`src/rtl/pms_consts.svh`:
```
// Summary of operation
// - Two software-entered low-power modes, light sleep and deep stop; execution ceases in both.
// - Writing 01 hex to power control register 87 hex enters light sleep.
// - Light sleep halts only the CPU; oscillator, peripherals, brown-out detector keep running.
// - Light sleep ends on any reset or interrupt; a reset reinitialises all logic (here the reset flags and configuration register are kept).
// - Writing 03 hex to the power control register enters deep stop.
// - Deep stop halts oscillator and blocks, regulator stops, brown-out detector disabled.
// - Deep stop preserves all register and RAM contents.
// - Deep stop ends on reset or pin interrupt; reset keeps brown-out flag register.
// - Only power-on, pin and brown-out resets release deep stop; no watchdog reset there.
// - Wake from deep stop holds system clock off for the interval timer period.
// - Key, external interrupt, serial receive low or pin-change wake deep stop.
// - A wake in deep stop first enables brown-out detector and checks supply.
// - Supply above stop level at the check wakes normally and resumes execution.
// - Supply low stays in deep stop; later good wake issues a brown-out reset.
// - A supply drop enters brown-out mode, like deep stop with detector still on.
// - Brown-out mode keeps ports or makes them pulled-up inputs; CPU always suspended.
// - After a successful exit from sleep or stop the power control register clears.
`ifndef PMS_CONSTS_SVH
`define PMS_CONSTS_SVH

// register indices, byte address is four times the index
`define PMS_IDX_BOR_FLAGS 8'h86
`define PMS_IDX_PWR_CTRL 8'h87
`define PMS_IDX_STATUS 8'h88
`define PMS_IDX_CFG 8'h89

// reset values and mode codes
`define PMS_PWR_CTRL_RST 8'h00
`define PMS_MODE_SLEEP 8'h01
`define PMS_MODE_STOP 8'h03
`define PMS_CFG_RST 4'h7
`define PMS_FLAGS_RST 4'h1

// field positions
`define PMS_CFG_SEL_MSB 2
`define PMS_CFG_PULLUP_BIT 3
`define PMS_CAUSE_POR 0
`define PMS_CAUSE_EXT 1
`define PMS_CAUSE_BOR 2
`define PMS_CAUSE_WDT 3

// timing, clock at 10 MHz
`define PMS_CLK_MHZ 10
`define PMS_EXT_RST_NS 8000
`define PMS_EXT_RST_CYC ((`PMS_EXT_RST_NS * `PMS_CLK_MHZ + 999) / 1000)
`define PMS_BOD_FILT_NS 2000
`define PMS_BOD_FILT_CYC ((`PMS_BOD_FILT_NS * `PMS_CLK_MHZ + 999) / 1000)
`define PMS_BOD_SETTLE_CYC (`PMS_BOD_FILT_CYC + 4)
`define PMS_RST_PULSE_CYC 5
`define PMS_STAB_UNIT_CYC 256

`endif

```
`src/rtl/pms_pkg.sv`:
```
package pms_pkg;
	// one-hot sequencer states
	typedef enum logic [6:0] {
		PMS_RUN = 7'b0000001,
		PMS_SLEEP = 7'b0000010,
		PMS_STOP = 7'b0000100,
		PMS_BODCHK = 7'b0001000,
		PMS_STAB = 7'b0010000,
		PMS_BROWNOUT = 7'b0100000,
		PMS_RSTOUT = 7'b1000000
	} pms_state_t;

	typedef logic [3:0] pms_cause_t;
endpackage

```
`src/rtl/pms_tmr_if.sv`:
```
`timescale 1ns/1ns
`default_nettype none
// start and done of the stability wait
interface pms_tmr_if;
	logic start;
	logic [2:0] sel;
	logic busy;
	logic done;
	modport ctrl(output start, output sel, input busy, input done);
	modport timer(input start, input sel, output busy, output done);
endinterface
`default_nettype wire

```
`src/rtl/pms_glitch_filter.sv`:
```
`timescale 1ns/1ns
`default_nettype none
// synchronises a pin and passes its active level only after it holds steady
module pms_glitch_filter #(
	parameter int CYCLES = 20
) (
	input wire logic clk,
	input wire logic reset,
	input wire logic pin_async,
	output logic level
);
	logic sync1_ff;
	logic sync2_ff;
	logic [15:0] cnt_ff;

	// two flops before anything looks at the pin
	always_ff @(posedge clk) begin
		if (reset) begin
			sync1_ff <= 1'b0;
			sync2_ff <= 1'b0;
		end else begin
			sync1_ff <= pin_async;
			sync2_ff <= sync1_ff;
		end
	end

	// count steady active cycles, release drops at once
	always_ff @(posedge clk) begin
		if (reset) begin
			cnt_ff <= 16'h0000;
			level <= 1'b0;
		end else if (!sync2_ff) begin
			cnt_ff <= 16'h0000;
			level <= 1'b0;
		end else if (cnt_ff >= 16'(CYCLES - 1)) begin
			level <= 1'b1;
		end else begin
			cnt_ff <= cnt_ff + 16'h0001;
		end
	end
endmodule
`default_nettype wire

```
`src/rtl/pms_stab_timer.sv`:
```
`timescale 1ns/1ns
`default_nettype none
// interval timer overflow: unit cycles shifted by the programmed select
module pms_stab_timer #(
	parameter int UNIT = 256
) (
	input wire logic clk,
	input wire logic reset,
	pms_tmr_if.timer tmr
);
	logic [31:0] cnt_ff;
	logic busy_ff;

	assign tmr.busy = busy_ff;

	// load on start, count down, single done pulse at zero
	always_ff @(posedge clk) begin
		if (reset) begin
			cnt_ff <= 32'h00000000;
			busy_ff <= 1'b0;
			tmr.done <= 1'b0;
		end else if (tmr.start) begin
			cnt_ff <= (32'(UNIT) << tmr.sel) - 32'h00000001;
			busy_ff <= 1'b1;
			tmr.done <= 1'b0;
		end else if (busy_ff && cnt_ff == 32'h00000000) begin
			busy_ff <= 1'b0;
			tmr.done <= 1'b1;
		end else begin
			cnt_ff <= busy_ff ? cnt_ff - 32'h00000001 : cnt_ff;
			tmr.done <= 1'b0;
		end
	end
endmodule
`default_nettype wire

```
`src/rtl/pms_power_sequencer.sv`:
```
`timescale 1ns/1ns
`default_nettype none
`include "pms_consts.svh"
// power mode sequencer with an ahb-lite register slave
module pms_power_sequencer #(
	parameter int STAB_UNIT = `PMS_STAB_UNIT_CYC,
	parameter int EXT_RST_CYCLES = `PMS_EXT_RST_CYC,
	parameter int BOD_FILT_CYCLES = `PMS_BOD_FILT_CYC
) (
	input wire logic clk,
	input wire logic reset,
	input wire logic hsel,
	input wire logic [31:0] haddr,
	input wire logic [1:0] htrans,
	input wire logic hwrite,
	input wire logic [2:0] hsize,
	input wire logic [31:0] hwdata,
	input wire logic hready,
	output logic hreadyout,
	output logic hresp,
	output logic [31:0] hrdata,
	input wire logic power_on_reset_n,
	input wire logic external_reset_pin_n,
	input wire logic brownout_low,
	input wire logic [3:0] wake_pins,
	input wire logic irq_req,
	input wire logic wdt_reset_req,
	output logic cpu_halt,
	output logic osc_enable,
	output logic periph_clk_enable,
	output logic sys_clk_enable,
	output logic regulator_stop,
	output logic brownout_detector_enable,
	output logic port_pullup_mode,
	output logic chip_reset
);
	pms_tmr_if tmr();

	pms_pkg::pms_state_t state_ff;
	pms_pkg::pms_state_t nxt_state;
	pms_pkg::pms_cause_t cause_ff;
	pms_pkg::pms_cause_t nxt_cause;
	logic [7:0] power_mode_control_ff;
	logic [3:0] cfg_ff;
	logic [3:0] flags_ff;
	logic [7:0] cnt_ff;
	logic [4:0] sync1_ff;
	logic [4:0] sync2_ff;
	logic ext_rst;
	logic bod_low;
	logic por;
	logic wake_any;
	logic ap_valid_ff;
	logic ap_write_ff;
	logic [31:0] ap_addr_ff;
	logic [31:0] hrdata_ff;
	logic wr_pwr;
	logic wr_cfg;
	logic wr_flags;
	logic ap_take;
	logic cnt_clr;
	logic exit_ok;

	// byte address of a register index
	function automatic logic hit(input logic [31:0] addr, input logic [7:0] idx);
		hit = addr == {22'h000000, idx, 2'b00};
	endfunction

	// the bus never stalls and never fails
	assign hreadyout = 1'b1;
	assign hresp = 1'b0;
	assign hrdata = hrdata_ff;

	// filtered reset pin and brown-out level
	pms_glitch_filter #(
		.CYCLES(EXT_RST_CYCLES)
	) u_ext_filter (
		.clk(clk),
		.reset(reset),
		.pin_async(~external_reset_pin_n),
		.level(ext_rst)
	);

	pms_glitch_filter #(
		.CYCLES(BOD_FILT_CYCLES)
	) u_bod_filter (
		.clk(clk),
		.reset(reset),
		.pin_async(brownout_low),
		.level(bod_low)
	);

	pms_stab_timer #(
		.UNIT(STAB_UNIT)
	) u_stab_timer (
		.clk(clk),
		.reset(reset),
		.tmr(tmr.timer)
	);

	// two-flop synchronisers for power-on reset and the wake pins
	always_ff @(posedge clk) begin
		if (reset) begin
			sync1_ff <= 5'h00;
			sync2_ff <= 5'h00;
		end else begin
			sync1_ff <= {~power_on_reset_n, wake_pins};
			sync2_ff <= sync1_ff;
		end
	end

	assign por = sync2_ff[4];
	assign wake_any = |sync2_ff[3:0];

	// address phase capture
	assign ap_take = hsel && hready && htrans[1];

	always_ff @(posedge clk) begin
		if (reset) begin
			ap_valid_ff <= 1'b0;
			ap_write_ff <= 1'b0;
			ap_addr_ff <= 32'h00000000;
		end else if (hready) begin
			ap_valid_ff <= ap_take;
			ap_write_ff <= hwrite;
			ap_addr_ff <= haddr;
		end
	end

	// data phase write strobes
	assign wr_pwr = ap_valid_ff && ap_write_ff && hit(ap_addr_ff, `PMS_IDX_PWR_CTRL);
	assign wr_cfg = ap_valid_ff && ap_write_ff && hit(ap_addr_ff, `PMS_IDX_CFG);
	assign wr_flags = ap_valid_ff && ap_write_ff && hit(ap_addr_ff, `PMS_IDX_BOR_FLAGS);

	// read data registered from the address phase, unmapped reads zero
	always_ff @(posedge clk) begin
		if (reset) begin
			hrdata_ff <= 32'h00000000;
		end else if (ap_take && !hwrite) begin
			if (hit(haddr, `PMS_IDX_PWR_CTRL)) begin
				hrdata_ff <= {24'h000000, power_mode_control_ff};
			end else if (hit(haddr, `PMS_IDX_BOR_FLAGS)) begin
				hrdata_ff <= {28'h0000000, flags_ff};
			end else if (hit(haddr, `PMS_IDX_STATUS)) begin
				hrdata_ff <= {20'h00000, cause_ff, 1'b0, state_ff};
			end else if (hit(haddr, `PMS_IDX_CFG)) begin
				hrdata_ff <= {28'h0000000, cfg_ff};
			end else begin
				hrdata_ff <= 32'h00000000;
			end
		end
	end

	// power control register: stored as written, cleared on a good exit
	assign exit_ok = (state_ff == pms_pkg::PMS_SLEEP && nxt_state == pms_pkg::PMS_RUN) ||
		(state_ff == pms_pkg::PMS_STAB && nxt_state == pms_pkg::PMS_RUN);

	always_ff @(posedge clk) begin
		if (reset) begin
			power_mode_control_ff <= `PMS_PWR_CTRL_RST;
		end else if (wr_pwr) begin
			power_mode_control_ff <= hwdata[7:0];
		end else if (exit_ok || state_ff == pms_pkg::PMS_RSTOUT) begin
			power_mode_control_ff <= `PMS_PWR_CTRL_RST;
		end
	end

	// stability select and brown-out port behaviour
	always_ff @(posedge clk) begin
		if (reset) begin
			cfg_ff <= `PMS_CFG_RST;
		end else if (wr_cfg) begin
			cfg_ff <= hwdata[3:0];
		end
	end

	// reset cause flags survive the reset this block issues; set beats clear
	always_ff @(posedge clk) begin
		if (reset) begin
			flags_ff <= `PMS_FLAGS_RST;
		end else begin
			flags_ff <= (flags_ff & ~(wr_flags ? hwdata[3:0] : 4'h0)) |
				((state_ff == pms_pkg::PMS_RSTOUT) ? cause_ff : 4'h0);
		end
	end

	// next state of the sequencer
	always_comb begin
		nxt_state = state_ff;
		nxt_cause = cause_ff;
		case (state_ff)
			pms_pkg::PMS_RUN: begin
				if (por || ext_rst || wdt_reset_req) begin
					nxt_cause = {wdt_reset_req, 1'b0, ext_rst, por};
					nxt_state = pms_pkg::PMS_RSTOUT;
				end else if (bod_low) begin
					nxt_state = pms_pkg::PMS_BROWNOUT;
				end else if (wr_pwr && hwdata[7:0] == `PMS_MODE_SLEEP) begin
					nxt_state = pms_pkg::PMS_SLEEP;
				end else if (wr_pwr && hwdata[7:0] == `PMS_MODE_STOP) begin
					nxt_state = pms_pkg::PMS_STOP;
				end
			end
			pms_pkg::PMS_SLEEP: begin
				if (por || ext_rst || wdt_reset_req) begin
					nxt_cause = {wdt_reset_req, 1'b0, ext_rst, por};
					nxt_state = pms_pkg::PMS_RSTOUT;
				end else if (bod_low) begin
					nxt_state = pms_pkg::PMS_BROWNOUT;
				end else if (irq_req) begin
					nxt_state = pms_pkg::PMS_RUN;
				end
			end
			pms_pkg::PMS_STOP: begin
				// watchdog request ignored: its clock is halted here
				if (por || ext_rst) begin
					nxt_cause = cause_ff | {2'b00, ext_rst, por};
					nxt_state = pms_pkg::PMS_STAB;
				end else if (wake_any) begin
					nxt_state = pms_pkg::PMS_BODCHK;
				end
			end
			pms_pkg::PMS_BODCHK: begin
				if (por || ext_rst) begin
					nxt_cause = cause_ff | {2'b00, ext_rst, por};
					nxt_state = pms_pkg::PMS_STAB;
				end else if (cnt_ff >= 8'(`PMS_BOD_SETTLE_CYC - 1)) begin
					if (bod_low) begin
						nxt_cause = cause_ff | 4'h4;
						nxt_state = pms_pkg::PMS_STOP;
					end else begin
						nxt_state = pms_pkg::PMS_STAB;
					end
				end
			end
			pms_pkg::PMS_STAB: begin
				if (por || ext_rst) begin
					nxt_cause = cause_ff | {2'b00, ext_rst, por};
				end
				if (tmr.done) begin
					nxt_state = (|nxt_cause) ? pms_pkg::PMS_RSTOUT : pms_pkg::PMS_RUN;
				end
			end
			pms_pkg::PMS_BROWNOUT: begin
				if (!bod_low) begin
					nxt_cause = cause_ff | 4'h4;
					nxt_state = pms_pkg::PMS_STAB;
				end
			end
			pms_pkg::PMS_RSTOUT: begin
				if (cnt_ff >= 8'(`PMS_RST_PULSE_CYC - 1) && !por && !ext_rst) begin
					nxt_cause = 4'h0;
					nxt_state = pms_pkg::PMS_RUN;
				end
			end
			default: begin
				nxt_state = pms_pkg::PMS_RUN;
			end
		endcase
	end

	// state and cause registers
	always_ff @(posedge clk) begin
		if (reset) begin
			state_ff <= pms_pkg::PMS_RUN;
			cause_ff <= 4'h0;
		end else begin
			state_ff <= nxt_state;
			cause_ff <= nxt_cause;
		end
	end

	// cycle counter for detector settling and the reset pulse
	assign cnt_clr = nxt_state != state_ff;

	always_ff @(posedge clk) begin
		if (reset) begin
			cnt_ff <= 8'h00;
		end else if (cnt_clr) begin
			cnt_ff <= 8'h00;
		end else if (cnt_ff != 8'hff) begin
			cnt_ff <= cnt_ff + 8'h01;
		end
	end

	// stability wait started on each entry into the wait state
	assign tmr.start = nxt_state == pms_pkg::PMS_STAB && state_ff != pms_pkg::PMS_STAB;
	assign tmr.sel = cfg_ff[`PMS_CFG_SEL_MSB:0];

	// clock, regulator and detector controls decoded from the state register
	assign cpu_halt = state_ff != pms_pkg::PMS_RUN;
	assign periph_clk_enable = state_ff == pms_pkg::PMS_RUN ||
		state_ff == pms_pkg::PMS_SLEEP;
	assign osc_enable = state_ff != pms_pkg::PMS_STOP &&
		state_ff != pms_pkg::PMS_BROWNOUT;
	assign sys_clk_enable = state_ff == pms_pkg::PMS_RUN ||
		state_ff == pms_pkg::PMS_SLEEP || state_ff == pms_pkg::PMS_RSTOUT;
	assign regulator_stop = state_ff == pms_pkg::PMS_STOP ||
		state_ff == pms_pkg::PMS_BROWNOUT;
	assign brownout_detector_enable = state_ff != pms_pkg::PMS_STOP;
	assign port_pullup_mode = state_ff == pms_pkg::PMS_BROWNOUT &&
		cfg_ff[`PMS_CFG_PULLUP_BIT];
	assign chip_reset = state_ff == pms_pkg::PMS_RSTOUT;
	// registers hold in stop except cnt_ff, which clears on stop entry and counts up to ff, and the synchronisers, which keep sampling the pins
endmodule
`default_nettype wire

```
`config.mk`:
```
export PLATFORM = sky130hd
export DESIGN_NAME = pms_power_sequencer
export DESIGN_NICKNAME = d
export VERILOG_FILES = /design/src/rtl/pms_pkg.sv /design/src/rtl/pms_tmr_if.sv /design/src/rtl/pms_glitch_filter.sv /design/src/rtl/pms_stab_timer.sv /design/src/rtl/pms_power_sequencer.sv
export VERILOG_INCLUDE_DIRS = /design/src /design/src/rtl
export SDC_FILE = /design/constraint.sdc
export NUM_CORES = 1
export LEC_CHECK = 0
export BUFFER_PORTS_ARGS = -buffer_cell sky130_fd_sc_hd__buf_2
export CORE_MARGIN = 4
export CORE_UTILIZATION = 37
export CTS_CLUSTER_SIZE = 28
export DETAILED_ROUTE_END_ITERATION = 16
export PLACE_DENSITY = 0.6
export SKIP_LAST_GASP = 1
export SYNTH_ARGS = -nofsm -noshare
export SYNTH_HDL_FRONTEND = slang
export SYNTH_SLANG_ARGS = --single-unit
export TNS_END_PERCENT = 20
```
`constraint.sdc`:
```
create_clock -name clk -period 9.15 [get_ports clk]
set_clock_uncertainty 0.2 [all_clocks]
set_input_delay 1.83 -clock clk [delete_from_list [all_inputs] [get_ports clk]]
set_output_delay 1.83 -clock clk [all_outputs]
set_load 0.01 [all_outputs]
```
* Word level (Yosys, flattened, before mapping) *
Index checks and enable logic that the tools add are counted.

storage, ports and cells
  flip-flop bits (word level) = 183
  input port bits = 83
  output and inout bits = 42
  word-level logic and storage cells = 157

operators by class
  add/subtract/negate cells = 5
  magnitude comparators = 4
  equal/unequal tests = 31
  shifts and indexed selects = 1
  multiplexer cells = 40
  bitwise operators = 9
  reductions and logical operators = 43

operators by type and width
  cell                                                                     count
  32-bit by 10-bit == test with 1-bit output (second input constant)       7
  7-bit two-way mux                                                        15
  32-bit two-way mux                                                       3
  32-bit by 1-bit subtractor with 32-bit output (second input constant)    2
  7-bit case mux with 7 select lines                                       1
  12-bit two-way mux                                                       3
  16-bit by 1-bit adder with 16-bit output (second input constant)         2
  32-bit zero test                                                         1
  4-bit two-way mux                                                        8
  9-bit by 3-bit left shift with 32-bit output (first input constant)      1
  4-bit case mux with 6 select lines                                       1
  1-bit logical AND                                                        17
  16-bit by 5-bit >= comparator with 1-bit output (second input constant)  1
  16-bit by 7-bit >= comparator with 1-bit output (second input constant)  1
  8-bit two-way mux                                                        2
  7-bit by 1-bit == test with 1-bit output (second input constant)         2
  7-bit by 5-bit == test with 1-bit output (second input constant)         2
  2-bit OR reduction                                                       5
  3-bit two-way mux                                                        3
  8-bit by 1-bit adder with 8-bit output (second input constant)           1
  8-bit by 1-bit == test with 1-bit output (second input constant)         1
  8-bit by 2-bit == test with 1-bit output (second input constant)         1
  8-bit by 3-bit >= comparator with 1-bit output (second input constant)   1
  8-bit by 5-bit >= comparator with 1-bit output (second input constant)   1
  other kinds (31)                                                         51

* Depth between registers and ports, before layout *
Gate-level depths: netlist (run 1).

  depth after elaboration = 14
  depth in mapped cells = 15

* Modules after synthesis *
Synthesis (run 1) repeated with hierarchy kept, for this count alone.

second synthesis, totals
  cell total of the unflattened synthesis = 910
  area total of the unflattened synthesis = 7898.8 um^2

by module, submodules not included
  module                             times used  cells an instance  area an instance (um^2)  sequential area each (um^2)
  pms_power_sequencer                1           500                4365.4                   1821.7
  pms_stab_timer                     1           279                2160.8                   680.7
  pms_glitch_filter at u_ext_filter  1           70                 690.7                    380.4
  pms_glitch_filter at u_bod_filter  1           61                 681.9                    380.4

* Worst setup path after synthesis (run 1) *
Ideal clock, no wire load.

  path type = reg-to-reg
  start = reg state_ff[1]
  end = reg u_stab_timer.cnt_ff[22]
  library setup time = 128 ps
  arrival = 3302 ps
  data required time = 8822 ps
  setup slack = 5520 ps
  cell stages (with the launch flop) = 16
  buffers on the path = 3
  path through = dfxtp_1 -> clkbuf_1 -> nor4_1 -> nand2_1 -> a21boi_0 -> o21a_1 -> clkbuf_1 -> nand2_1 -> ha_1 -> nor4b_2 -> nand2_1 -> or3_1 -> buf_2 -> or4_1 -> xor2_1 -> nor2_1

between the ends
  cells in the longest elaborated chain, start to end = 9
  elaborated cells on any way between the ends = 29
  classes of those cells = eq/ne (10); mux (16); reduce/logical (3)

RTL lines
  item                                                                   line                        source
  from (decl)                                                            pms_power_sequencer.sv:39   pms_pkg::pms_state_t state_ff;
  from (signal assigned)                                                 pms_power_sequencer.sv:265  state_ff <= pms_pkg::PMS_RUN;
  from (signal assigned)                                                 pms_power_sequencer.sv:268  state_ff <= nxt_state;
  7-bit two-way mux                                                      pms_power_sequencer.sv:200  end else if (wr_pwr && hwdata[7:0] == `PMS_MODE_STOP) begin
  7-bit two-way mux                                                      pms_power_sequencer.sv:198  end else if (wr_pwr && hwdata[7:0] == `PMS_MODE_SLEEP) begin
  7-bit two-way mux                                                      pms_power_sequencer.sv:196  end else if (bod_low) begin
  7-bit two-way mux                                                      pms_power_sequencer.sv:193  if (por || ext_rst || wdt_reset_req) begin
  7-bit case mux with 7 select lines                                     pms_power_sequencer.sv:191  case (state_ff)
  7-bit by 5-bit == test with 1-bit output                               pms_power_sequencer.sv:287  assign tmr.start = nxt_state == pms_pkg::PMS_STAB && state_ff != pms_pkg::PMS_STAB;
  1-bit logical AND (*)                                                  pms_power_sequencer.sv:287
  2-bit inequality test (no line) or 2-bit nonzero test (tied branches)  --
  2-bit AND reduction (no line)                                          --
  to (signal assigned)                                                   pms_stab_timer.sv:23        cnt_ff <= (32'(UNIT) << tmr.sel) - 32'h00000001;
  to (signal assigned)                                                   pms_stab_timer.sv:30        cnt_ff <= busy_ff ? cnt_ff - 32'h00000001 : cnt_ff;
  to (decl)                                                              pms_stab_timer.sv:11        logic [31:0] cnt_ff;

Mark *: on every way between the ends. The rest lies on a longest branch, timed or not.
A chain may end at the register's enable or synchronous reset.

* Worst setup path after layout (run 1) *
  start = reg state_ff[2]
  end = out sys_clk_enable

between the ends
  cells in the longest elaborated chain, start to end = 3
  elaborated cells on any way between the ends = 5
  classes of those cells = eq/ne (3); reduce/logical (2)

RTL lines
  item                                                                                                  line                                                    source
  7-bit by 1-bit == test with 1-bit output or 7-bit by 2-bit == test with 1-bit output (tied branches)  pms_power_sequencer.sv:296, pms_power_sequencer.sv:297
  1-bit logical OR                                                                                      pms_power_sequencer.sv:296                              assign sys_clk_enable = state_ff == pms_pkg::PMS_RUN ||
  1-bit logical OR (*)                                                                                  pms_power_sequencer.sv:297                              state_ff == pms_pkg::PMS_SLEEP || state_ff == pms_pkg::PMS_RSTOUT;
  to (decl)                                                                                             pms_power_sequencer.sv:31                               output logic sys_clk_enable,

Marks and branches as above.

==> results.ini, run 1 <==
[synth]
ys_ff_latch = 163
avgSynthCellArea_um2 = 8.63
yosysTopAreaCell = dfxtp_1
synth_area_um2 = 7380
synth_edf_count = 0
synth_warnings = 0
yosysSeqAreaShare = 0.442
yosys-top-cells-area = dfxtp_1 (44%), nor2_1 (6.2%), mux2i_1 (5.0%)
yosysTopAreaCellShare = 0.442
syn_inst = 855
synth_cell_types = 60
async_flop_share = 0
ys.flop_type = dfxtp_1

[sta]
period_share = 0.481
layout_min_cycle_time_ns = 4.40
slew_headroom = 0.326
rsz0062_at_grt = false
worst_pin_slew_ns = 1.01
fmax_ghz = 0.227
tns_ns = 0
finalMaxSlewViolations = 0
report.final.hold_viol_count = 0
setup_viol_count_final = 0

[layout]
antennaDiodeCount = 0
finalNonFillerCells = 1184
area_growth_pct = 14.3
multi_input_area_um2 = 3820
num-fill-cells = 1983
num-nets-final = 994
layout-drive-gt1-share = 0.139
regArea_um2 = 3260

[floorplanning]
core_region_area_um2 = 19500
rows = 51
dieWidth_um = 149
die_area_um2 = 22300
die_h_um = 149
initial_core_util = 0.378
ioPinCount = 125

[clock_network]
cts_resized = 0
cts_made_buffers = 17
clk_pin_slew_ns = 0.07
cts_root_buf = clkbuf_16
h-tree-depth = 4
clk_latency_ns = 0.43
cts_tree = built
post-cts-setup-buffers = 0
cts_buffer_depth = 2
hold_buffers = 0
clock-sinks = 163

[power_and_ir_drop]
power_switching_uw = 370
p_sw_frac = 0.239
intPower_uw = 1180
pwr-share-comb = 0.072
power.leakage_uw = 0.00333
peakVddDrop_mv = 0.126
p_seq_frac = 0.479
power_frac_clock = 0.449
powerDensity_nw_per_um2 = 183

[worst_setup_path]
critPathCaptureType = output port
crit_type = flip-flop to output port
arrival_ns = 2.37
start_kind = flip-flop
r2r_setup_slack_ns = 4.93
required_ns = 7.12
cp_max_fo = 17

[global_routing]
grt_max_degree = 87
antenna_found_initial = 1
grtUsageTotal = 0.157
grt_pass1_vias = 5788
grt_pass1_wl_um = 28700
overflow = 0

[run]
cap_violations = 0

[detailed_routing]
via_count = 6062
drt_iter0_drc = 288
dr.pass1.iters = 5
wl_um = 16900
drc_errors = 0
drtAntennaViolNets = 0
vias_per_cell = 5.12
avgRoutedWirePerCell_um = 14.3

[min_path]
holdCritPathClass = flip-flop to flip-flop

[placement]
hpwlAfterDp_um = 12000
place_congestion = 0.850
port_buffers = 74
dp_cells = 1152

[run_status]
status = finished clean

-- logic make-up after synthesis --
| kind of cell | synth area share |
|---|---|
| simple gates | 0.281 |
| buf+inv | 0.0507 |
| flops | 0.442 |
| mux | 0.0609 |
| fa+ha+maj | 0.00848 |
| other cells | 0.00102 |
| compound gates | 0.106 |
| xor+xnor | 0.0499 |
-- Yosys cell counts (all sizes together), types with 8 or more instances --
library cell  count
a22oi            13
or4               9
a31oi             9
dfxtp           163
and2             25
nor2            122
xnor2            21
nand3            26
xor2             21
inv              12
nor2b            25
a21oi            33
clkbuf           36
mux2i            37
nand2            48
nand2b            9
nor4             39
nor3             41
o21ai            29
and3              8
buf              29
or3              11
nand4            11
-- worst max-delay path: stages, from the launching register on --
cell and delay [ns]:
dfxtp_1 0.48, nor3_1 0.58, and4b_1 0.57, or2_2 0.19, buf_2 0.12
-- per-layer routing --
metal	vias up	global-route usage	routed length, um
li1	3096	-	-
met1	2797	0.214	8140
met2	142	0.243	7610
met3	25	0.0389	858
met4	2	0.0554	291
met5	-	0	12
-- per-stage QoR --
step	worst slack [ns]	total power (uW)	util	hold WS (ns)	cell area, um^2
final	4.75	1550	0.432	0.233	8430
after global routing	4.54	1610	0.432	0.254	8430
after detailed placement	4.91	867	0.402	0.223	7850
after CTS	4.82	1560	0.432	0.236	8430
after global placement	4.93	866	0.402	0.218	7850
after floorplan	5.52	833	-	0.210	7450
-- path summary, 6_finish.rpt --
kind / startpoint / cells past startpoint / endpoint
worst max-delay path: state_ff[2]$_SDFF_PP0_ / 4 / sys_clk_enable
worst min-delay path: u_stab_timer.cnt_ff[31]$_SDFFE_PP0P_ / 2 / u_stab_timer.cnt_ff[31]$_SDFFE_PP0P_
worst max register to register: cnt_ff[0]$_SDFFE_PP0P_ / 13 / u_stab_timer.cnt_ff[22]$_SDFFE_PP0P_
worst min register to register: u_stab_timer.cnt_ff[31]$_SDFFE_PP0P_ / 2 / u_stab_timer.cnt_ff[31]$_SDFFE_PP0P_
-- flip-flops by register name, indices dropped and copies added, names as in the netlist, 4 cells and up --
signal	count
hrdata	12
cause_ff	4
cfg_ff	4
flags_ff	4
cnt_ff	8
sync2_ff	5
u_bod_filter.cnt_ff	16
ap_addr_ff	32
u_ext_filter.cnt_ff	16
sync1_ff	5
u_stab_timer.cnt_ff	32
state_ff	7
power_mode_control_ff	8
-- power groups by stage --
stage / combinational, uW / sequential [uW] / clock [uW]
floorplan: 83.2 / 750 / 0
CTS: 112 / 740 / 710
finish: 111 / 740 / 694
global placement: 110 / 756 / 0
detailed placement: 111 / 756 / 0
global route: 124 / 742 / 743
-- cell usage in the layout, fill, tap and decap left out, types with 3 or more instances in the layout --
cell,count
ha_1,5
or2_2,7
nand2_1,48
and3_1,8
inv_1,12
mux2i_1,37
nand2b_1,9
dfxtp_1,163
xor2_1,21
nand3_1,26
nor4_1,37
a31oi_1,9
o31ai_1,3
a311oi_1,4
or3_1,11
a21oi_1,33
and2_1,25
mux2_2,7
nor3_1,41
nand4_1,11
inv_6,3
a22oi_1,13
or4_1,8
a211oi_1,7
conb_1,22
clkbuf_16,17
buf_2,73
a221oi_1,5
xnor2_1,21
o21ai_0,28
nor2b_1,25
and4_1,4
buf_4,4
nor2_1,122
clkbuf_8,4
nor4b_1,3
a211o_1,4
-- final cells by class --
type	count	area share
clock inverters	9	0.0111
inverters	12	0.00534
flip-flops and latches	163	0.387
well taps	265	0.0393
repair buffers	77	0.0469
multi-input cells	635	0.453
clock buffers	23	0.0579
Power figures use the tool's default switching activity.
==> run 2: changes to the inputs <==
--- a/config.mk
+++ b/config.mk
@@ -11,7 +11,7 @@
 export CORE_UTILIZATION = 37
 export CTS_CLUSTER_SIZE = 28
 export DETAILED_ROUTE_END_ITERATION = 16
-export PLACE_DENSITY = 0.6
+export PLACE_DENSITY = 0.63
 export SKIP_LAST_GASP = 1
 export SYNTH_ARGS = -nofsm -noshare
 export SYNTH_HDL_FRONTEND = slang
==> constraint.sdc (replaced) <==
create_clock -name clk -period 3.9 [get_ports clk]
set_clock_uncertainty 0.2 [all_clocks]
set_input_delay 0.78 -clock clk [delete_from_list [all_inputs] [get_ports clk]]
set_output_delay 0.78 -clock clk [all_outputs]
set_load 0.01 [all_outputs]
==> run 2 against run 1 <==
Critical path depth rose by 8. Die area unchanged. Sequential cell count did not move. Core utilization is 0.62 points higher. Critical path type is now flip-flop to flip-flop. Largest power group unchanged.
==> results.ini, run 2 (same netlist as run 1, synthesis figures left out) <==
[worst_setup_path]
r2r_setup_slack_ns = 0.50  ; was 4.93 ns
startpoint = state_ff[2]$_SDFF_PP0_  ; unchanged
arrival_ns = 3.49  ; was 2.37 ns
cp_max_fo = 10  ; was 17
start_kind = flip-flop  ; unchanged
regToRegStartpoint = state_ff[2]$_SDFF_PP0_  ; was cnt_ff[0]$_SDFFE_PP0P_
required_ns = 3.99  ; was 7.12 ns
critPathCaptureType = flip-flop  ; was output port
crit_type = flip-flop to flip-flop  ; was flip-flop to output port
r2r_cells = 12  ; was 13

[sta]
tns_ns = 0  ; unchanged
rsz0062_at_grt = false  ; unchanged
fmax_ghz = 0.294
report.final.hold_viol_count = 0  ; unchanged
timing.hold.ws_ns = 0.231  ; was 0.233 ns
layout_min_cycle_time_ns = 3.40
slew_headroom = 0.426  ; was 0.326
worst_pin_slew_ns = 0.855  ; was 1.01 ns
setup_viol_count_final = 0  ; unchanged
period_share = 0.871
finalMaxSlewViolations = 0  ; unchanged

[layout]
top_regs = ap_addr_ff: 32 flops, u_stab_timer.cnt_ff: 32 flops  ; unchanged
num-fill-cells = 1923  ; was 1983
regArea_um2 = 3260  ; unchanged
final_cell_mix = dfxtp_1 (163), nor2_1 (122), buf_2 (73)  ; unchanged
finalNonFillerCells = 1199  ; was 1184
antennaDiodeCount = 0  ; unchanged
final_common_cell = dfxtp_1  ; unchanged
multi_input_area_um2 = 3820  ; unchanged
num-nets-final = 1009  ; was 994
fin_area_um2 = 8550  ; was 8430 um^2
area_growth_pct = 15.9  ; was 14.3%
layout-drive-gt1-share = 0.154  ; was 0.139

[floorplanning]
ioPinCount = 125  ; unchanged
dieWidth_um = 149  ; unchanged
initial_core_util = 0.378  ; unchanged
rows = 51  ; unchanged
die_h_um = 149  ; unchanged
core_region_area_um2 = 19500  ; unchanged
die_area_um2 = 22300  ; unchanged

[clock_network]
cts_made_buffers = 17  ; unchanged
cts_root_buf = clkbuf_16  ; unchanged
cts_buffer_depth = 2  ; unchanged
post-cts-setup-buffers = 0  ; unchanged
h-tree-depth = 4  ; unchanged
hold_buffers = 0  ; unchanged
cts_resized = 0  ; unchanged
clk_latency_ns = 0.43  ; about the same
clk_pin_slew_ns = 0.07  ; about the same
clock-sinks = 163  ; unchanged
cts_tree = built  ; unchanged

[global_routing]
antenna_found_initial = 1  ; unchanged
overflow = 0  ; unchanged
grt_max_degree = 80  ; was 87
grtUsageTotal = 0.151  ; was 0.157
grt_pass1_vias = 5639  ; was 5788
grt_pass1_wl_um = 27600  ; was 28700 um

[detailed_routing]
wl_um = 16900  ; about the same
vias_per_cell = 5.16  ; was 5.12
via_count = 6186  ; was 6062
drtAntennaViolNets = 0  ; unchanged
dr.pass1.iters = 5  ; unchanged
drt_iter0_drc = 391  ; was 288
drc_errors = 0  ; unchanged
avgRoutedWirePerCell_um = 14.1  ; was 14.3 um

[power_and_ir_drop]
peakVddDrop_mv = 0.309  ; was 0.126 mV
power.leakage_uw = 0.00341  ; was 0.00333 uW
powerDensity_nw_per_um2 = 430  ; was 183 nW/um^2
power_uw = 3680  ; was 1550 uW

[min_path]
hold_depth = 2  ; unchanged
holdCritPathClass = flip-flop to flip-flop  ; unchanged
min_from = u_stab_timer.cnt_ff[31]$_SDFFE_PP0P_  ; unchanged

[placement]
hpwlAfterDp_um = 12200  ; was 12000 um
dp_cells = 1167  ; was 1152
placed_area_um2 = 7960  ; was 7850 um^2
place_congestion = 0.905  ; was 0.850
port_buffers = 74  ; unchanged

[run_status]
status = finished clean  ; unchanged

[run]
cap_violations = 0  ; unchanged

-- run 2: changes by cell type in the layout (fill, tap and decap cells not counted) --
cell        previous run  this run
clkbuf_1               2         1
clkinv_2               1         3
buf_4                  4        19
inv_6                  3         4
clkbuf_8               4         1
clkinvlp_4             2         1
inv_8                  0         1
bufinv_16              1         2
-- run 2: layer usage --
metal / wire length (um) / share of wire / vias up / global-route usage
met5: 20 / 0.0012 / - / 0
li1: - / - / 3128 / -
met2: 7570 / 0.45 / 188 / 0.239
met4: 357 / 0.021 / 2 / 0.0526
met3: 901 / 0.053 / 34 / 0.0334
met1: 8030 / 0.48 / 2834 / 0.204
-- run 2: critical path, stage by stage, from the launching register on --
cell     delay (ns)
dfxtp_1        0.53
nor2b_1        0.30
nand3_1        0.11
a211o_1        0.31
o21a_1         0.15
nand2_1        0.08
ha_1           0.16
nor4b_2        0.20
nand2_1        0.14
or3_1          0.43
or4_1          0.44
xor2_1         0.14
nor2_1         0.05
-- run 2: path summary, 6_finish.rpt --
kind,to
setup / recovery,u_stab_timer.cnt_ff[22]$_SDFFE_PP0P_
hold / removal,u_stab_timer.cnt_ff[31]$_SDFFE_PP0P_
setup reg to reg,u_stab_timer.cnt_ff[22]$_SDFFE_PP0P_
hold reg to reg,u_stab_timer.cnt_ff[31]$_SDFFE_PP0P_
-- run 2: per-stage QoR --
step | util | worst slack (ns)
3_5_place_dp | 0.408 | 0.489
6_report | 0.438 | 0.504
3_3_place_gp | 0.408 | 0.501
5_1_grt | 0.438 | 0.192
2_1_floorplan | - | 0.270
4_1_cts | 0.438 | 0.481
-- run 2: area by class of cell --
type	count	area share
sequential	163	0.382
multi-input combinational	635	0.446
clock inverter	13	0.0171
tap	265	0.0388
inverter	12	0.00527
clock buffer	19	0.0518
timing repair buffer	92	0.0594
-- run 2: power breakdown --
part | leakage [uW] | switching, uW | internal, uW
Clock | 0.000290 | 699 | 970
Combinational | 0.00180 | 169 | 111
Sequential | 0.00132 | 26.1 | 1700
